<file path="config.mk">
export PLATFORM = sky130hd
export DESIGN_NAME = gfm_pin_mux
export DESIGN_NICKNAME = d
export VERILOG_FILES = /design/src/logic/gfm_pkg.sv /design/src/logic/gfm_flag_select.sv /design/src/logic/gfm_pin_mux.sv
export VERILOG_INCLUDE_DIRS = /design/src /design/src/logic
export SDC_FILE = /design/constraint.sdc
export NUM_CORES = 1
export LEC_CHECK = 0
export BUFFER_PORTS_ARGS = -buffer_cell sky130_fd_sc_hd__buf_4
export CAP_MARGIN = 20
export CORE_MARGIN = 2
export CORE_UTILIZATION = 45
export DETAILED_ROUTE_END_ITERATION = 8
export MAX_ROUTING_LAYER = met4
export PLACE_DENSITY = 0.7
export SKIP_LAST_GASP = 1
export SYNTH_ARGS = -nofsm -noshare
export SYNTH_HDL_FRONTEND = slang
export SYNTH_SLANG_ARGS = --single-unit
</file>
<file path="constraint.sdc">
create_clock -name mclk -period 3 [get_ports mclk]
set_clock_uncertainty 0.1 [all_clocks]
set_input_delay 0.15 -clock mclk [delete_from_list [all_inputs] [get_ports mclk]]
set_output_delay 0.15 -clock mclk [all_outputs]
set_load 0.005 [all_outputs]
</file>
<file path="src/logic/gfm_params.svh">
// Register indices, field positions and reset values of the gain-flag pin multiplexer
`ifndef GFM_PARAMS_SVH
`define GFM_PARAMS_SVH

// Register indices; byte address is four times the index
`define GFM_IDX_FIRST_SRC    10'h19b
`define GFM_IDX_SECOND_SRC   10'h19c
`define GFM_IDX_FLAG_EN      10'h19e
`define GFM_IDX_OVR_SEL      10'h1b0
`define GFM_IDX_OVR_DIR      10'h1b1
`define GFM_IDX_OVR_VAL      10'h1b2
`define GFM_IDX_PIN_STATUS   10'h1bf

// Fields of gain_flag_output_enable
`define GFM_BIT_FIRST_EN     0
`define GFM_BIT_SECOND_EN    1
`define GFM_BIT_MERGE        4

// Pin positions of the two flag pins
`define GFM_PIN_FIRST_FLAG   2
`define GFM_PIN_SECOND_FLAG  3

`define GFM_REG_RESET        8'h00
`define GFM_SEL_WIDTH        3

`endif

</file>
<file path="src/logic/gfm_pkg.sv">
// Types shared by the gain-flag pin multiplexer
`default_nettype none
package gfm_pkg;
    typedef enum logic [2:0] {
        GFM_SRC_ADC_RESET = 3'b000,
        GFM_SRC_PEAK_THR0 = 3'b100,
        GFM_SRC_PEAK_THR1 = 3'b101,
        GFM_SRC_PEAK_LOW  = 3'b110
    } gfm_flag_src_t;
endpackage : gfm_pkg
`default_nettype wire

</file>
<file path="src/logic/gfm_flag_select.sv">
// One flag-pin source selector with reset-pulse merge and enable
`timescale 1ns/100ps
`default_nettype none
module gfm_flag_select (
    input  wire logic [2:0] source,
    input  wire logic       enable,
    input  wire logic       merge,
    input  wire logic       adc_reset_pulse,
    input  wire logic       peak_above_thr0,
    input  wire logic       peak_above_thr1,
    input  wire logic       peak_below_low,
    output logic            flag
);
    import gfm_pkg::*;

    logic peak;
    logic chosen;

    always_comb begin
        peak   = 1'b0;
        chosen = 1'b0;
        case (gfm_flag_src_t'(source))
            GFM_SRC_ADC_RESET: chosen = adc_reset_pulse;
            GFM_SRC_PEAK_THR0: peak = peak_above_thr0;
            GFM_SRC_PEAK_THR1: peak = peak_above_thr1;
            GFM_SRC_PEAK_LOW:  peak = peak_below_low;
            default:           peak = 1'b0;
        endcase
        // Unlisted codes give a quiet flag, even with merge on
        if (gfm_flag_src_t'(source) != GFM_SRC_ADC_RESET) begin
            chosen = peak | (merge & adc_reset_pulse & (source[2] & ~(source[1] & source[0])));
        end
        flag = enable & chosen;
    end
endmodule : gfm_flag_select
`default_nettype wire

</file>
<file path="src/logic/gfm_pin_mux.sv">
// Gain port pin multiplexer: flag pins, per-pin GPIO override, APB registers
//
// Contract
// - Merge bit set: ADC reset pulse ORed into the selected peak flag.
// - Second flag enable 0 holds pin 4 low; 1 drives second selected flag.
// - First flag enable 0 holds pin 3 low; 1 drives first selected flag.
// - Override select bit n makes pin n+1 GPIO, above every other function.
// - Overridden pin: direction bit 1 means output, 0 means input.
// - Overridden output pin drives its output value bit.
// - Enable, override select, direction and value registers reset to zero.
// - First selector: 000 reset pulse, 100 thr0, 101 thr1, 110 below low.
// - Second selector uses the same four encodings for pin 4.
//
// Added by the designer: the APB slave port.
`timescale 1ns/100ps
`default_nettype none
`include "gfm_params.svh"
module gfm_pin_mux (
    input  wire logic        mclk,
    input  wire logic        rstn,
    input  wire logic [11:0] paddr,
    input  wire logic        psel,
    input  wire logic        penable,
    input  wire logic        pwrite,
    input  wire logic [31:0] pwdata,
    output logic      [31:0] prdata,
    output logic             pready,
    output logic             pslverr,
    input  wire logic        adc_reset_pulse,
    input  wire logic        peak_above_thr0,
    input  wire logic        peak_above_thr1,
    input  wire logic        peak_below_low,
    input  wire logic [3:0]  gain_port_pin_in,
    output logic      [3:0]  gain_port_pin_out,
    output logic      [3:0]  gain_port_pin_oe
);
    import gfm_pkg::*;

    logic [7:0]  gain_flag_output_enable;
    logic [7:0]  first_flag_source;
    logic [7:0]  second_flag_source;
    logic [7:0]  pin_override_select;
    logic [7:0]  pin_override_direction;
    logic [7:0]  override_value_bits;
    logic [7:0]  next_enable;
    logic [7:0]  next_first_src;
    logic [7:0]  next_second_src;
    logic [7:0]  next_ovr_sel;
    logic [7:0]  next_ovr_dir;
    logic [7:0]  next_ovr_val;
    logic [31:0] next_prdata;
    logic        next_pready;
    logic        next_pslverr;
    logic [3:0]  next_pin_out;
    logic [3:0]  next_pin_oe;
    logic        first_flag;
    logic        second_flag;
    logic        access;
    logic        commit;
    logic        mapped;
    logic [9:0]  index;
    logic [31:0] read_word;

    gfm_flag_select u_first_flag (
        .source          (first_flag_source[`GFM_SEL_WIDTH-1:0]),
        .enable          (gain_flag_output_enable[`GFM_BIT_FIRST_EN]),
        .merge           (gain_flag_output_enable[`GFM_BIT_MERGE]),
        .adc_reset_pulse (adc_reset_pulse),
        .peak_above_thr0 (peak_above_thr0),
        .peak_above_thr1 (peak_above_thr1),
        .peak_below_low  (peak_below_low),
        .flag            (first_flag)
    );

    gfm_flag_select u_second_flag (
        .source          (second_flag_source[`GFM_SEL_WIDTH-1:0]),
        .enable          (gain_flag_output_enable[`GFM_BIT_SECOND_EN]),
        .merge           (gain_flag_output_enable[`GFM_BIT_MERGE]),
        .adc_reset_pulse (adc_reset_pulse),
        .peak_above_thr0 (peak_above_thr0),
        .peak_above_thr1 (peak_above_thr1),
        .peak_below_low  (peak_below_low),
        .flag            (second_flag)
    );

    // APB slave: one wait state, so pready is a registered answer
    always_comb begin
        index     = paddr[11:2];
        access    = psel & penable;
        commit    = access & pready;
        mapped    = 1'b1;
        read_word = 32'h0000_0000;
        case (index)
            `GFM_IDX_FIRST_SRC:  read_word = {24'h00_0000, first_flag_source};
            `GFM_IDX_SECOND_SRC: read_word = {24'h00_0000, second_flag_source};
            `GFM_IDX_FLAG_EN:    read_word = {24'h00_0000, gain_flag_output_enable};
            `GFM_IDX_OVR_SEL:    read_word = {24'h00_0000, pin_override_select};
            `GFM_IDX_OVR_DIR:    read_word = {24'h00_0000, pin_override_direction};
            `GFM_IDX_OVR_VAL:    read_word = {24'h00_0000, override_value_bits};
            `GFM_IDX_PIN_STATUS: read_word = {20'h0_0000, gain_port_pin_in, gain_port_pin_oe, gain_port_pin_out};
            default:             mapped = 1'b0;
        endcase
        next_pready  = access & ~pready;
        next_prdata  = (access & ~pready & ~pwrite) ? read_word : prdata;
        next_pslverr = access & ~pready & ~mapped;
        next_enable     = gain_flag_output_enable;
        next_first_src  = first_flag_source;
        next_second_src = second_flag_source;
        next_ovr_sel    = pin_override_select;
        next_ovr_dir    = pin_override_direction;
        next_ovr_val    = override_value_bits;
        // Writes land only at the edge that completes the transfer
        if (commit & pwrite & ~pslverr) begin
            case (index)
                `GFM_IDX_FIRST_SRC:  next_first_src  = pwdata[7:0];
                `GFM_IDX_SECOND_SRC: next_second_src = pwdata[7:0];
                `GFM_IDX_FLAG_EN:    next_enable     = pwdata[7:0];
                `GFM_IDX_OVR_SEL:    next_ovr_sel    = pwdata[7:0];
                `GFM_IDX_OVR_DIR:    next_ovr_dir    = pwdata[7:0];
                `GFM_IDX_OVR_VAL:    next_ovr_val    = pwdata[7:0];
                default:             next_enable     = gain_flag_output_enable;
            endcase
        end
    end

    always_ff @(posedge mclk or negedge rstn) begin
        if (!rstn) begin
            gain_flag_output_enable <= `GFM_REG_RESET;
            first_flag_source       <= `GFM_REG_RESET;
            second_flag_source      <= `GFM_REG_RESET;
            pin_override_select     <= `GFM_REG_RESET;
            pin_override_direction  <= `GFM_REG_RESET;
            override_value_bits     <= `GFM_REG_RESET;
            prdata                  <= 32'h0000_0000;
            pready                  <= 1'b0;
            pslverr                 <= 1'b0;
        end else begin
            gain_flag_output_enable <= next_enable;
            first_flag_source       <= next_first_src;
            second_flag_source      <= next_second_src;
            pin_override_select     <= next_ovr_sel;
            pin_override_direction  <= next_ovr_dir;
            override_value_bits     <= next_ovr_val;
            prdata                  <= next_prdata;
            pready                  <= next_pready;
            pslverr                 <= next_pslverr;
        end
    end

    // Pin drivers; pins 1 and 2 carry no flag, so they idle low when not overridden
    always_comb begin
        next_pin_out = 4'h0;
        next_pin_oe  = 4'hf;
        next_pin_out[`GFM_PIN_FIRST_FLAG]  = first_flag;
        next_pin_out[`GFM_PIN_SECOND_FLAG] = second_flag;
        for (int n = 0; n < 4; n++) begin
            if (pin_override_select[n]) begin
                next_pin_oe[n]  = pin_override_direction[n];
                next_pin_out[n] = pin_override_direction[n] & override_value_bits[n];
            end
        end
    end

    always_ff @(posedge mclk or negedge rstn) begin
        if (!rstn) begin
            gain_port_pin_out <= 4'h0;
            gain_port_pin_oe  <= 4'hf;
        end else begin
            gain_port_pin_out <= next_pin_out;
            gain_port_pin_oe  <= next_pin_oe;
        end
    end
endmodule : gfm_pin_mux
`default_nettype wire

</file>
After elaboration in Yosys (flattened, before gate mapping)

Index checks and enable logic that the tools add are counted.

Flip-flop bits (word level): 90
Logic and storage cells: 79
Output and inout bits: 42

Reductions and logical operators: 11
Bitwise operators: 28
Multiplexer cells: 16
Equal/unequal tests: 13

Operators with widths:

| kind                | number |
|---|---|
| $pmux 12 s7         | 1 |
| $eq 10x9->1 const B | 7 |
| $and 1x1->1         | 20 |
| $eq 3x3->1 const B  | 6 |
| $mux 1              | 13 |
| $reduce_and 2->1    | 6 |
| $reduce_or 7->1     | 1 |
| $logic_not 3->1     | 2 |
| $not 1->1           | 6 |
| $pmux 1 s3          | 2 |
| $reduce_bool 3->1   | 2 |
| $or 1x1->1          | 2 |

Longest topological paths before layout

Gate-level depths: netlist of the first run.

Depth in word-level cells: 8
Mapped depth: 6

Modules after synthesis

From an unflattened synthesis of the first run, not the netlist that was laid out.

Cells, all modules: 304
Area, all modules: 3548.4 µm²

Modules (own cells, without submodules):

| module          | area each (µm²) | cells each | instances |
|---|---|---|---|
| gfm_pin_mux     | 3448.3          | 288        | 1 |
| gfm_flag_select | 50.0            | 8          | 2 |

Least setup slack after synthesis of the first run

No wires, ideal clock.

Kind: input to register
Start point: input paddr[11]
End point: register gain_flag_output_enable[0]
Setup time: 125 ps
Stages on the path: 5
Data required time: 2775 ps
Arrival time: 1439 ps
Slack: 1336 ps
Cell sequence: or3b_1 -> nor3_2 -> and3_1 -> buf_4 -> mux2_2

Longest elaborated chain between the ends: 2

RTL lines:

| element                    | line               | RTL |
|---|---|---|
| start: declaration         | gfm_pin_mux.sv:21  | `input wire logic [11:0] paddr,` |
| $eq 10x9->1                | gfm_pin_mux.sv:114 | `case (index)` |
| $reduce_and 2->1 (no line) | --                 |  |
| end signal: assignment     | gfm_pin_mux.sv:128 | `` gain_flag_output_enable <= `GFM_REG_RESET; `` |
| end signal: assignment     | gfm_pin_mux.sv:138 | `gain_flag_output_enable <= next_enable;` |
| end: declaration           | gfm_pin_mux.sv:39  | `logic [7:0] gain_flag_output_enable;` |

Every way passes these cells.
A chain may end at the register's enable or synchronous reset.

Worst setup path after layout of the first run

Start point: register pready
End point: register override_value_bits[2]

Longest elaborated chain between the ends: 4

RTL lines:

| element                    | line               | RTL |
|---|---|---|
| start: declaration         | gfm_pin_mux.sv:27  | `output logic pready,` |
| start signal: assignment   | gfm_pin_mux.sv:145 | `pready <= next_pready;` |
| $and 1x1->1                | gfm_pin_mux.sv:90  | `commit = access & pready;` |
| $and 1x1->1 (2 in a row)   | gfm_pin_mux.sv:113 | `if (commit & pwrite & ~pslverr) begin` |
| $reduce_and 2->1 (no line) | --                 |  |
| end signal: assignment     | gfm_pin_mux.sv:133 | `` override_value_bits <= `GFM_REG_RESET; `` |
| end signal: assignment     | gfm_pin_mux.sv:143 | `override_value_bits <= next_ovr_val;` |
| end: declaration           | gfm_pin_mux.sv:44  | `logic [7:0] override_value_bits;` |

Every way passes these cells.

==> impl_metrics.csv, run 1 <==
group,metric,value,unit
outcome,status,"finished clean",
yosys,synth_area_leaders,"dfrtp_1 (46%), mux2_2 (17%), buf_4 (4.6%)",
drt,vias_per_cell,5.57,
critical_path,critical_path.startpoint_type,"flip-flop",
job,maxCapViolations,0,
yosys,avgSynthCellArea,11.9,um^2
die,rows,32,
global_routing,grt_max_degree,71,
drt,ant_nets,0,
die,dieArea,0.00865,mm^2
drt,vias,2647,
drt,routed_wl,8.58,mm
die,coreArea,0.00769,mm^2
drt,dr.pass1.iters,5,
global_routing,antenna_found_initial,0,
yosys,synth_cells,299,
place,dp_hpwl,5.74,mm
yosys,yosys.area.top_type_share,46.3,%
yosys,synthMuxAreaShare,19.9,%
final_layout,fillCellCount,661,
die,fp.dieW,93.0,um
critical_path,path_class,"reg -> reg",
yosys,synth_edf_count,0,
place,port-buffer-count,52,
sta,fmaxAchievable,0.475,GHz
cts,cts_sinks,70,
cts,root_buffer,"clkbuf_8",
yosys,yosysTopAreaCell,"dfrtp_1",
sta,min_period_over_period,70.2,%
yosys,synth_seq_area_share,49.3,%
drt,wl_per_cell,18.1,um
yosys,syn_area,0.00357,mm^2
yosys,synth-simple-area-share,14.4,%
drt,drt-initial-drc-count,135,
sta,final.min_clock_period,2.11,ns
place,dp_cells,444,
place,place.gp.congestion,0.826,
cts,clock_latency,0.34,ns
cts,htree_levels,3,
final_layout,regArea,0.00176,mm^2
yosys,synth_top_family_by_area,"multiplexers",
final_layout,multiInputGateArea,0.00169,mm^2
critical_path,arrival,2.23,ns
pwr,p_leak,0.00206,uW
yosys,ys.flop_type,"dfrtp_1",
sta,tightest_slew,0.884,ns
final_layout,final_layout_size_suffix_gt1_share,37.3,%
yosys,synth_compound_area_share,10.9,%
die,pin_count,99,
sta,fin_tns_setup,0,ns
sta,relSlewSlack,41.1,%
yosys,async_flop_share,100,%
yosys,ys_warn_count,0,
global_routing,grt_pass1_wl,13.4,mm
cts,holdBufCountCts,15,
pwr,powerDensity,429,mW/mm^2
cts,cts_setup_buffers,0,
pwr,peakVddDrop,0.261,mV
cts,cts_max_path_buffers,2,
cts,clk_pin_slew,0.08,ns
die,initial_core_util,46.4,%
yosys,synth_xor_area_share,0,%
sta,rsz0062_at_grt,"no",
critical_path,end_kind,"flip-flop",
drt,drc,0,
pwr,power.total,1850,uW
final_layout,stdcell_count,475,
yosys,synth_seq_cells,70,
sta,finalSetupViolCount,0,
cts,cts_tree,"done",
die,die_h,93.0,um
sta,report.final.hold_viol_count,0,
final_layout,antenna_cells,0,
yosys,synth_adder_area_share,0,%
final_layout,area_delta_synth_final,21.0,%
cts,cts_buffers,9,
cts,cts_resized,0,
global_routing,grtUsageTotal,21.4,%
critical_path,cp_max_fo,8,
critical_path,cp.required,3.12,ns
global_routing,grt_pass1_vias,2533,
sta,slew_viol_final,0,
global_routing,grt_overflow,0,
yosys,yosys.cell_types.count,47,
min_path,hold_path_class,"in -> reg",
final_layout,finish.net_count,425,
==> worst paths after layout <==
path / start / end / slack, ns / cells after the start
min in group asynchronous: rstn / override_value_bits[5] / 0.36 / 2
worst min-delay path: pwrite / prdata[9] / 0.07 / 4
worst max-delay path: pready / override_value_bits[2] / 0.89 / 4
max in group asynchronous: rstn / prdata[2] / 1.86 / 2
worst min register to register: pin_override_select[0] / gain_port_pin_oe[0] / 0.36 / 1
worst max register to register: pready / override_value_bits[2] / 0.89 / 4
==> per-layer routing <==
layer | share of wire, % | up-vias | GRT usage [%]
li1 | - | 1202 | -
met1 | 44 | 1321 | 28.6
met2 | 46 | 110 | 31.9
met3 | 7.2 | 14 | 3.71
met4 | 2.4 | 0 | 10.3
met5 | 0 | - | -
==> registers in the layout (all words and copies together), names as in the netlist <==
signal / cells
second_flag_source: 8
prdata: 12
first_flag_source: 8
gain_port_pin_oe: 4
pslverr: 1
override_value_bits: 8
pin_override_select: 8
gain_port_pin_out: 4
pin_override_direction: 8
gain_flag_output_enable: 8
pready: 1
==> cell usage after synthesis, types with 3 or more instances <==
| master | number |
|---|---|
| buf_4 | 22 |
| dfstp_2 | 4 |
| a22o_1 | 8 |
| dfrtp_1 | 66 |
| a22oi_1 | 4 |
| nor2_1 | 13 |
| a32oi_1 | 4 |
| nor2b_1 | 4 |
| o2bb2ai_1 | 4 |
| o21ai_0 | 14 |
| a21boi_0 | 6 |
| mux2i_1 | 9 |
| mux2_2 | 55 |
| and2_1 | 5 |
| and3_1 | 4 |
| nand3_1 | 4 |
| nand2b_1 | 6 |
| buf_2 | 3 |
| clkbuf_1 | 3 |
| nand2_1 | 20 |
| nor3_4 | 3 |
| a21oi_1 | 4 |
==> cell type report <==
cell class,count,share of cell area [%]
clock buffer,11,3.28
clock inverter,5,1.36
inverter,1,0.0870
multi-input combinational,219,39.1
sequential,70,40.7
tap,102,2.96
timing repair buffer,67,12.5
==> metrics by stage <==
step | hold WS (ns) | setup slack (ns) | instance area, um^2 | util (%)
after global placement | 0.223 | 0.763 | 3960 | 51.6
final | 0.0746 | 0.893 | 4310 | 56.1
after CTS | 0.0681 | 0.929 | 4310 | 56.1
after floorplan | -0.246 | 1.34 | 3640 | -
after detailed placement | 0.225 | 0.732 | 3960 | 51.6
after global routing | 0.0882 | 0.844 | 4310 | 56.1
==> cell usage in the layout, fill, tap and decap left out, drive strengths merged, types with 3 or more instances in the layout <==
master	netlist	final
mux2	55	55
mux2i	9	9
o21ai	14	14
nor2b	4	4
a22oi	4	4
and2	5	5
buf	25	52
or3b	3	3
a21oi	4	4
dfrtp	66	66
nor2	14	14
nand3	6	6
dfstp	4	4
dlygate4sd3	0	15
nand2b	6	6
and3	4	4
clkbuf	3	11
nand2	22	22
nor3	7	7
o2bb2ai	4	4
conb	1	20
a21boi	6	6
a32oi	4	4
a22o	8	8
==> worst max-delay path, stage by stage, from the launching register on <==
cell and delay (ns):
dfrtp_1 0.40, nand4_1 0.22, nor3_2 0.26, and3_1 0.59
mux2_2 0.41
==> logic make-up (layout without fill, tap and decap cells) <==
family	count (synthesis)	count (layout)
and+or+nand+nor	82	82
DFF	70	70
muxes	64	64
AOI/OAI and AO/OA	53	53
buffers and inverters	29	84
other	1	20
==> where the power goes <==
group / switching, uW / internal (uW)
clock: 360 / 407
combinational: 80.7 / 55.7
sequential: 2.46 / 945
Note: power is estimated with default switching activity, not from simulation.
==> run 2, diff against run 1 <==
- PLACE_DENSITY: 0.7 -> 0.73
- clock period: 3 -> 1.8 ns (I/O delays scaled with it)
==> run 2 against run 1 <==
  * The run now ends with negative hold slack left
  * Sequential power grew 67%
  * Final cell count grew 5.3%
  * First-iteration DRC count grew 74%
==> impl_metrics.csv, run 2 (same netlist as run 1, synthesis figures left out) <==
group,metric,value,unit
cts,cts_buffers,9,
final_layout,final_layout_size_suffix_gt1_share,42.0,%
global_routing,grt_pass1_wl,14.0,mm
pwr,peakVddDrop,0.780,mV
place,dp_cells,467,
drt,drt-initial-drc-count,235,
final_layout,regMostFlops,"prdata",
sta,fin_tns_setup,0,ns
global_routing,grt_pass1_vias,2701,
critical_path,arrival,1.93,ns
final_layout,stdcell_count,500,
global_routing,grt_max_degree,30,
die,coreArea,0.00769,mm^2
sta,finalSetupViolCount,0,
pwr,p_leak,0.00221,uW
pwr,power.total,3230,uW
pwr,powerDensity,704,mW/mm^2
drt,dr.pass1.iters,5,
sta,hold_ws,-0.0206,ns
cts,root_buffer,"clkbuf_8",
global_routing,grt_overflow,0,
job,maxCapViolations,0,
sta,slew_viol_final,0,
critical_path,end_kind,"flip-flop",
sta,setup_ws,0.00446,ns
die,dieArea,0.00865,mm^2
final_layout,fin_area,0.00459,mm^2
drt,wl_per_cell,17.8,um
sta,rsz0062_at_grt,"yes",
critical_path,path_class,"reg -> reg",
drt,vias_per_cell,5.60,
die,die_h,93.0,um
critical_path,rrSetupSlack,0.004,ns
place,dp_hpwl,6.17,mm
critical_path,cp_max_fo,5,
critical_path,critical_path.startpoint_type,"flip-flop",
sta,report.final.hold_viol_count,1,
final_layout,finish.net_count,450,
drt,vias,2799,
final_layout,antenna_cells,0,
final_layout,layout_commonest_cell,"buf_4",
drt,drc,0,
cts,clock_latency,0.34,ns
place,dpl_cell_area,0.00415,mm^2
final_layout,area_delta_synth_final,28.7,%
outcome,status,"finished with violations",
min_path,hold_path_class,"in -> reg",
sta,fmaxAchievable,0.557,GHz
global_routing,grtUsageTotal,21.9,%
sta,min_period_over_period,99.8,%
outcome,violations,"negative hold slack",
cts,clk_pin_slew,0.08,ns
die,fp.dieW,93.0,um
die,initial_core_util,46.4,%
die,pin_count,99,
sta,final.min_clock_period,1.80,ns
final_layout,largest_register_ffs,12,
final_layout,layout_common_cells,"buf_4 (72), dfrtp_1 (66), mux2_2 (47)",
place,port-buffer-count,52,
cts,cts_tree,"done",
global_routing,antenna_found_initial,0,
drt,ant_nets,0,
place,dp_slack,-0.00240,ns
drt,routed_wl,8.89,mm
die,rows,32,
place,place.gp.congestion,0.823,
critical_path,cp.required,1.93,ns
cts,cts_sinks,70,
cts,htree_levels,3,
cts,cts_max_path_buffers,2,
run 2: cell types whose count changed in the layout (fill, tap and decap cells not counted), sizes merged:
cell      previous run  this run
buf                 52        77
clkbuf              11         9
bufinv               1         2
clkinv               2         1
clkinvlp             2         3
inv                  1         2
run 2: area by class of cell:
type	instances	area, um^2
fillers	613	3100
flip-flops and latches	70	1760
multi-input cells	219	1730
repair buffers	92	756
well taps	102	128
clock buffers	9	124
clock inverters	7	96.3
inverters	1	3.75
run 2: layer usage:
layer | vias up | GRT usage, % | share of wire, % | wire length, um
met1 | 1395 | 30.4 | 44 | 3890
met3 | 17 | 4.51 | 8.1 | 722
met5 | - | - | 0 | 0
met2 | 140 | 33.0 | 46 | 4130
li1 | 1247 | - | - | -
met4 | 0 | 6.50 | 1.7 | 150
run 2: path summary, 6_finish.rpt:
check,start,end,cells past startpoint
worst max register to register,pready,override_value_bits[3],5
worst max-delay path,pready,override_value_bits[3],5
min in group asynchronous,rstn,prdata[4],2
worst min register to register,pin_override_select[1],gain_port_pin_oe[1],1
max in group asynchronous,rstn,gain_port_pin_oe[3],3
worst min-delay path,paddr[11],prdata[2],4
run 2: worst max-delay path: stages (launching register included):
cell	delay, ns
dfrtp_1	0.35
nand4_1	0.20
nor3_2	0.31
and3_4	0.25
buf_6	0.14
mux2_2	0.33
run 2: power breakdown:
group	internal (uW)	leakage, uW	switching, uW	total, uW
combinational	116	0.00114	141	257
clock	781	0.000102	615	1400
sequential	1580	0.000963	3.38	1580
total	2470	0.00221	760	3230
run 2: repair_timing:
item	in CTS	in global routing
endpoints found under the setup margin	0	13
buffers inserted	0	3
hold buffers	15	0
resized for setup	0	14
hold endpoints to repair	119	0
run 2: per-stage QoR:
step | hold slack, ns | utilization [%]
5_1_grt | 0.0146 | 59.7
3_5_place_dp | -0.0515 | 54.0
2_1_floorplan | -0.306 | -
6_report | -0.0206 | 59.7
4_1_cts | 0.0497 | 58.8
3_3_place_gp | -0.0595 | 54.0
==> run 3, diff against run 2 <==
- GPL_ROUTABILITY_DRIVEN: unset -> 1
- PLACE_DENSITY: 0.73 -> 0.7
- clock period: 1.8 -> 2.2 ns (I/O delays scaled with it)
==> run 3 against run 2 <==
  * The flow now finishes without violations
  * Cell area fell by 3.5%
  * Flip-flop and latch count did not move
  * Non-clock buffer count is 14 lower
  * Utilization down 2.1 points
  * Final cell count decreased by 2.8%
  * Critical path type unchanged
  * Critical endpoint is now gain_flag_output_enable[4]
==> impl_metrics.csv, run 3 (same netlist as run 1, synthesis figures left out) <==
group,metric,value,unit
cts,cts_buffers,9,
sta,final.min_clock_period,1.81,ns
cts,clk_pin_slew,0.08,ns
drt,top_layer,"met4",
pwr,powerDensity,592,mW/mm^2
cts,cts_tree,"done",
final_layout,largest_register_ffs,12,
global_routing,grt_max_degree,71,
drt,vias,2621,
sta,report.final.hold_viol_count,0,
job,maxCapViolations,0,
cts,root_buffer,"clkbuf_8",
global_routing,grt_pass1_vias,2650,
critical_path,max_stage_delay,0.40,ns
sta,rsz0062_at_grt,"no",
final_layout,regArea,0.00176,mm^2
critical_path,cp_max_fo,8,
critical_path,path_buf_inv,1,
critical_path,end_kind,"flip-flop",
critical_path,rrSetupSlack,0.39,ns
drt,vias_per_cell,5.39,
final_layout,antenna_cells,0,
cts,cts_setup_buffers,0,
critical_path,path_class,"reg -> reg",
global_routing,antenna_found_initial,0,
drt,drc,0,
final_layout,layout_common_cells,"dfrtp_1 (66), buf_4 (62), mux2_2 (55)",
drt,drt-initial-drc-count,137,
cts,htree_levels,3,
final_layout,multiInputGateArea,0.00169,mm^2
sta,hold_ws,0.0871,ns
final_layout,area_delta_synth_final,24.2,%
sta,slew_viol_final,0,
sta,min_period_over_period,82.3,%
sta,tightest_slew,0.866,ns
final_layout,fillCellCount,671,
drt,dr.pass1.iters,4,
sta,setup_ws,0.389,ns
place,dp_slack,0.294,ns
pwr,p_leak,0.00214,uW
place,port-buffer-count,52,
drt,ant_nets,0,
outcome,status,"finished clean",
die,die_h,93.0,um
drt,wl_per_cell,17.5,um
critical_path,cp.required,2.31,ns
critical_path,arrival,1.92,ns
cts,cts_sinks,70,
die,coreArea,0.00769,mm^2
die,rows,32,
pwr,peakVddDrop,0.428,mV
cts,cts_max_path_buffers,2,
critical_path,cp_slowest_cell,"dfrtp_1",
critical_path,crit_family,"simple AND/OR/NAND/NOR gates",
die,initial_core_util,46.4,%
sta,finalSetupViolCount,0,
critical_path,critical_path.startpoint_type,"flip-flop",
sta,fin_tns_setup,0,ns
final_layout,final_layout_size_suffix_gt1_share,39.3,%
place,place.gp.congestion,0.833,
final_layout,regMostFlops,"prdata",
cts,clock_latency,0.33,ns
drt,met2WireLength,4.07,mm
place,dp_hpwl,5.92,mm
die,pin_count,99,
drt,met1Wirelength,3.86,mm
final_layout,layout_commonest_cell,"dfrtp_1",
critical_path,worstPathCellList,"nand4_1 > nor3_2 > and3_1 > buf_4 > mux2_2",
min_path,hold_path_class,"in -> reg",
drt,wl_met3,499,um
sta,relSlewSlack,42.3,%
global_routing,grtUsageTotal,21.4,%
final_layout,finish.net_count,436,
die,fp.dieW,93.0,um
sta,fmaxAchievable,0.552,GHz
drt,routed_wl,8.50,mm
final_layout,post-route-util,57.6,%
die,dieArea,0.00865,mm^2
global_routing,grt_pass1_wl,13.6,mm
global_routing,grt_overflow,0,
-- run 3: changes by cell type in the layout (fill, tap and decap cells not counted), sizes merged --
cell | previous run | this run
buf | 77 | 63
clkinv | 1 | 4
clkinvlp | 3 | 0
-- run 3: cell type report --
cell class                 instances  area share, %
sequential                        70           39.7
multi-input combinational        219           38.1
timing repair buffer              78           14.4
tap                              102           2.88
clock buffer                       9           2.80
clock inverter                     7           2.18
inverter                           1         0.0847
-- run 3: per-layer routing --
layer | vias up | GRT usage (%)
li1 | 1223 | -
met1 | 1310 | 28.6
met2 | 82 | 34.5
met3 | 6 | 3.22
met4 | 0 | 6.13
met5 | - | -
-- run 3: worst register-to-register path, cell delays in order (launching register included) --
cell and delay, ns:
dfrtp_1 0.40, nand4_1 0.21, nor3_2 0.25, and3_1 0.19, buf_4 0.20, mux2_2 0.35
-- run 3: path summary, 6_finish.rpt --
check,startpoint,cells after the start,end
max,pready,5,gain_flag_output_enable[4]
min,adc_reset_pulse,4,gain_port_pin_out[2]
max reg2reg,pready,5,gain_flag_output_enable[4]
min reg2reg,pin_override_select[0],1,gain_port_pin_oe[0]
max in group asynchronous,rstn,2,pin_override_select[2]
min in group asynchronous,rstn,2,pin_override_select[4]
-- run 3: through the flow --
| step | total power (uW) | cells | cell area (um^2) |
|---|---|---|---|
| floorplan | 1410 | 318 | 3640 |
| global placement | 1490 | 455 | 4060 |
| detailed placement | 1490 | 455 | 4060 |
| CTS | 2650 | 486 | 4430 |
| global route | 2730 | 486 | 4430 |
| finish | 2620 | 486 | 4430 |
-- run 3: power breakdown --
group          switching (uW)  internal (uW)  total [uW]
combinational             110           82.2         192
sequential               3.36           1290        1290
clock                     494            642        1140
-- run 3: timing repair --
action / 4_1_cts / 5_1_grt
endpoints found under the setup margin: 0 / 0
hold buffers: 15 / 0
gates resized for setup: 0 / 0
hold endpoints to repair: 119 / 0
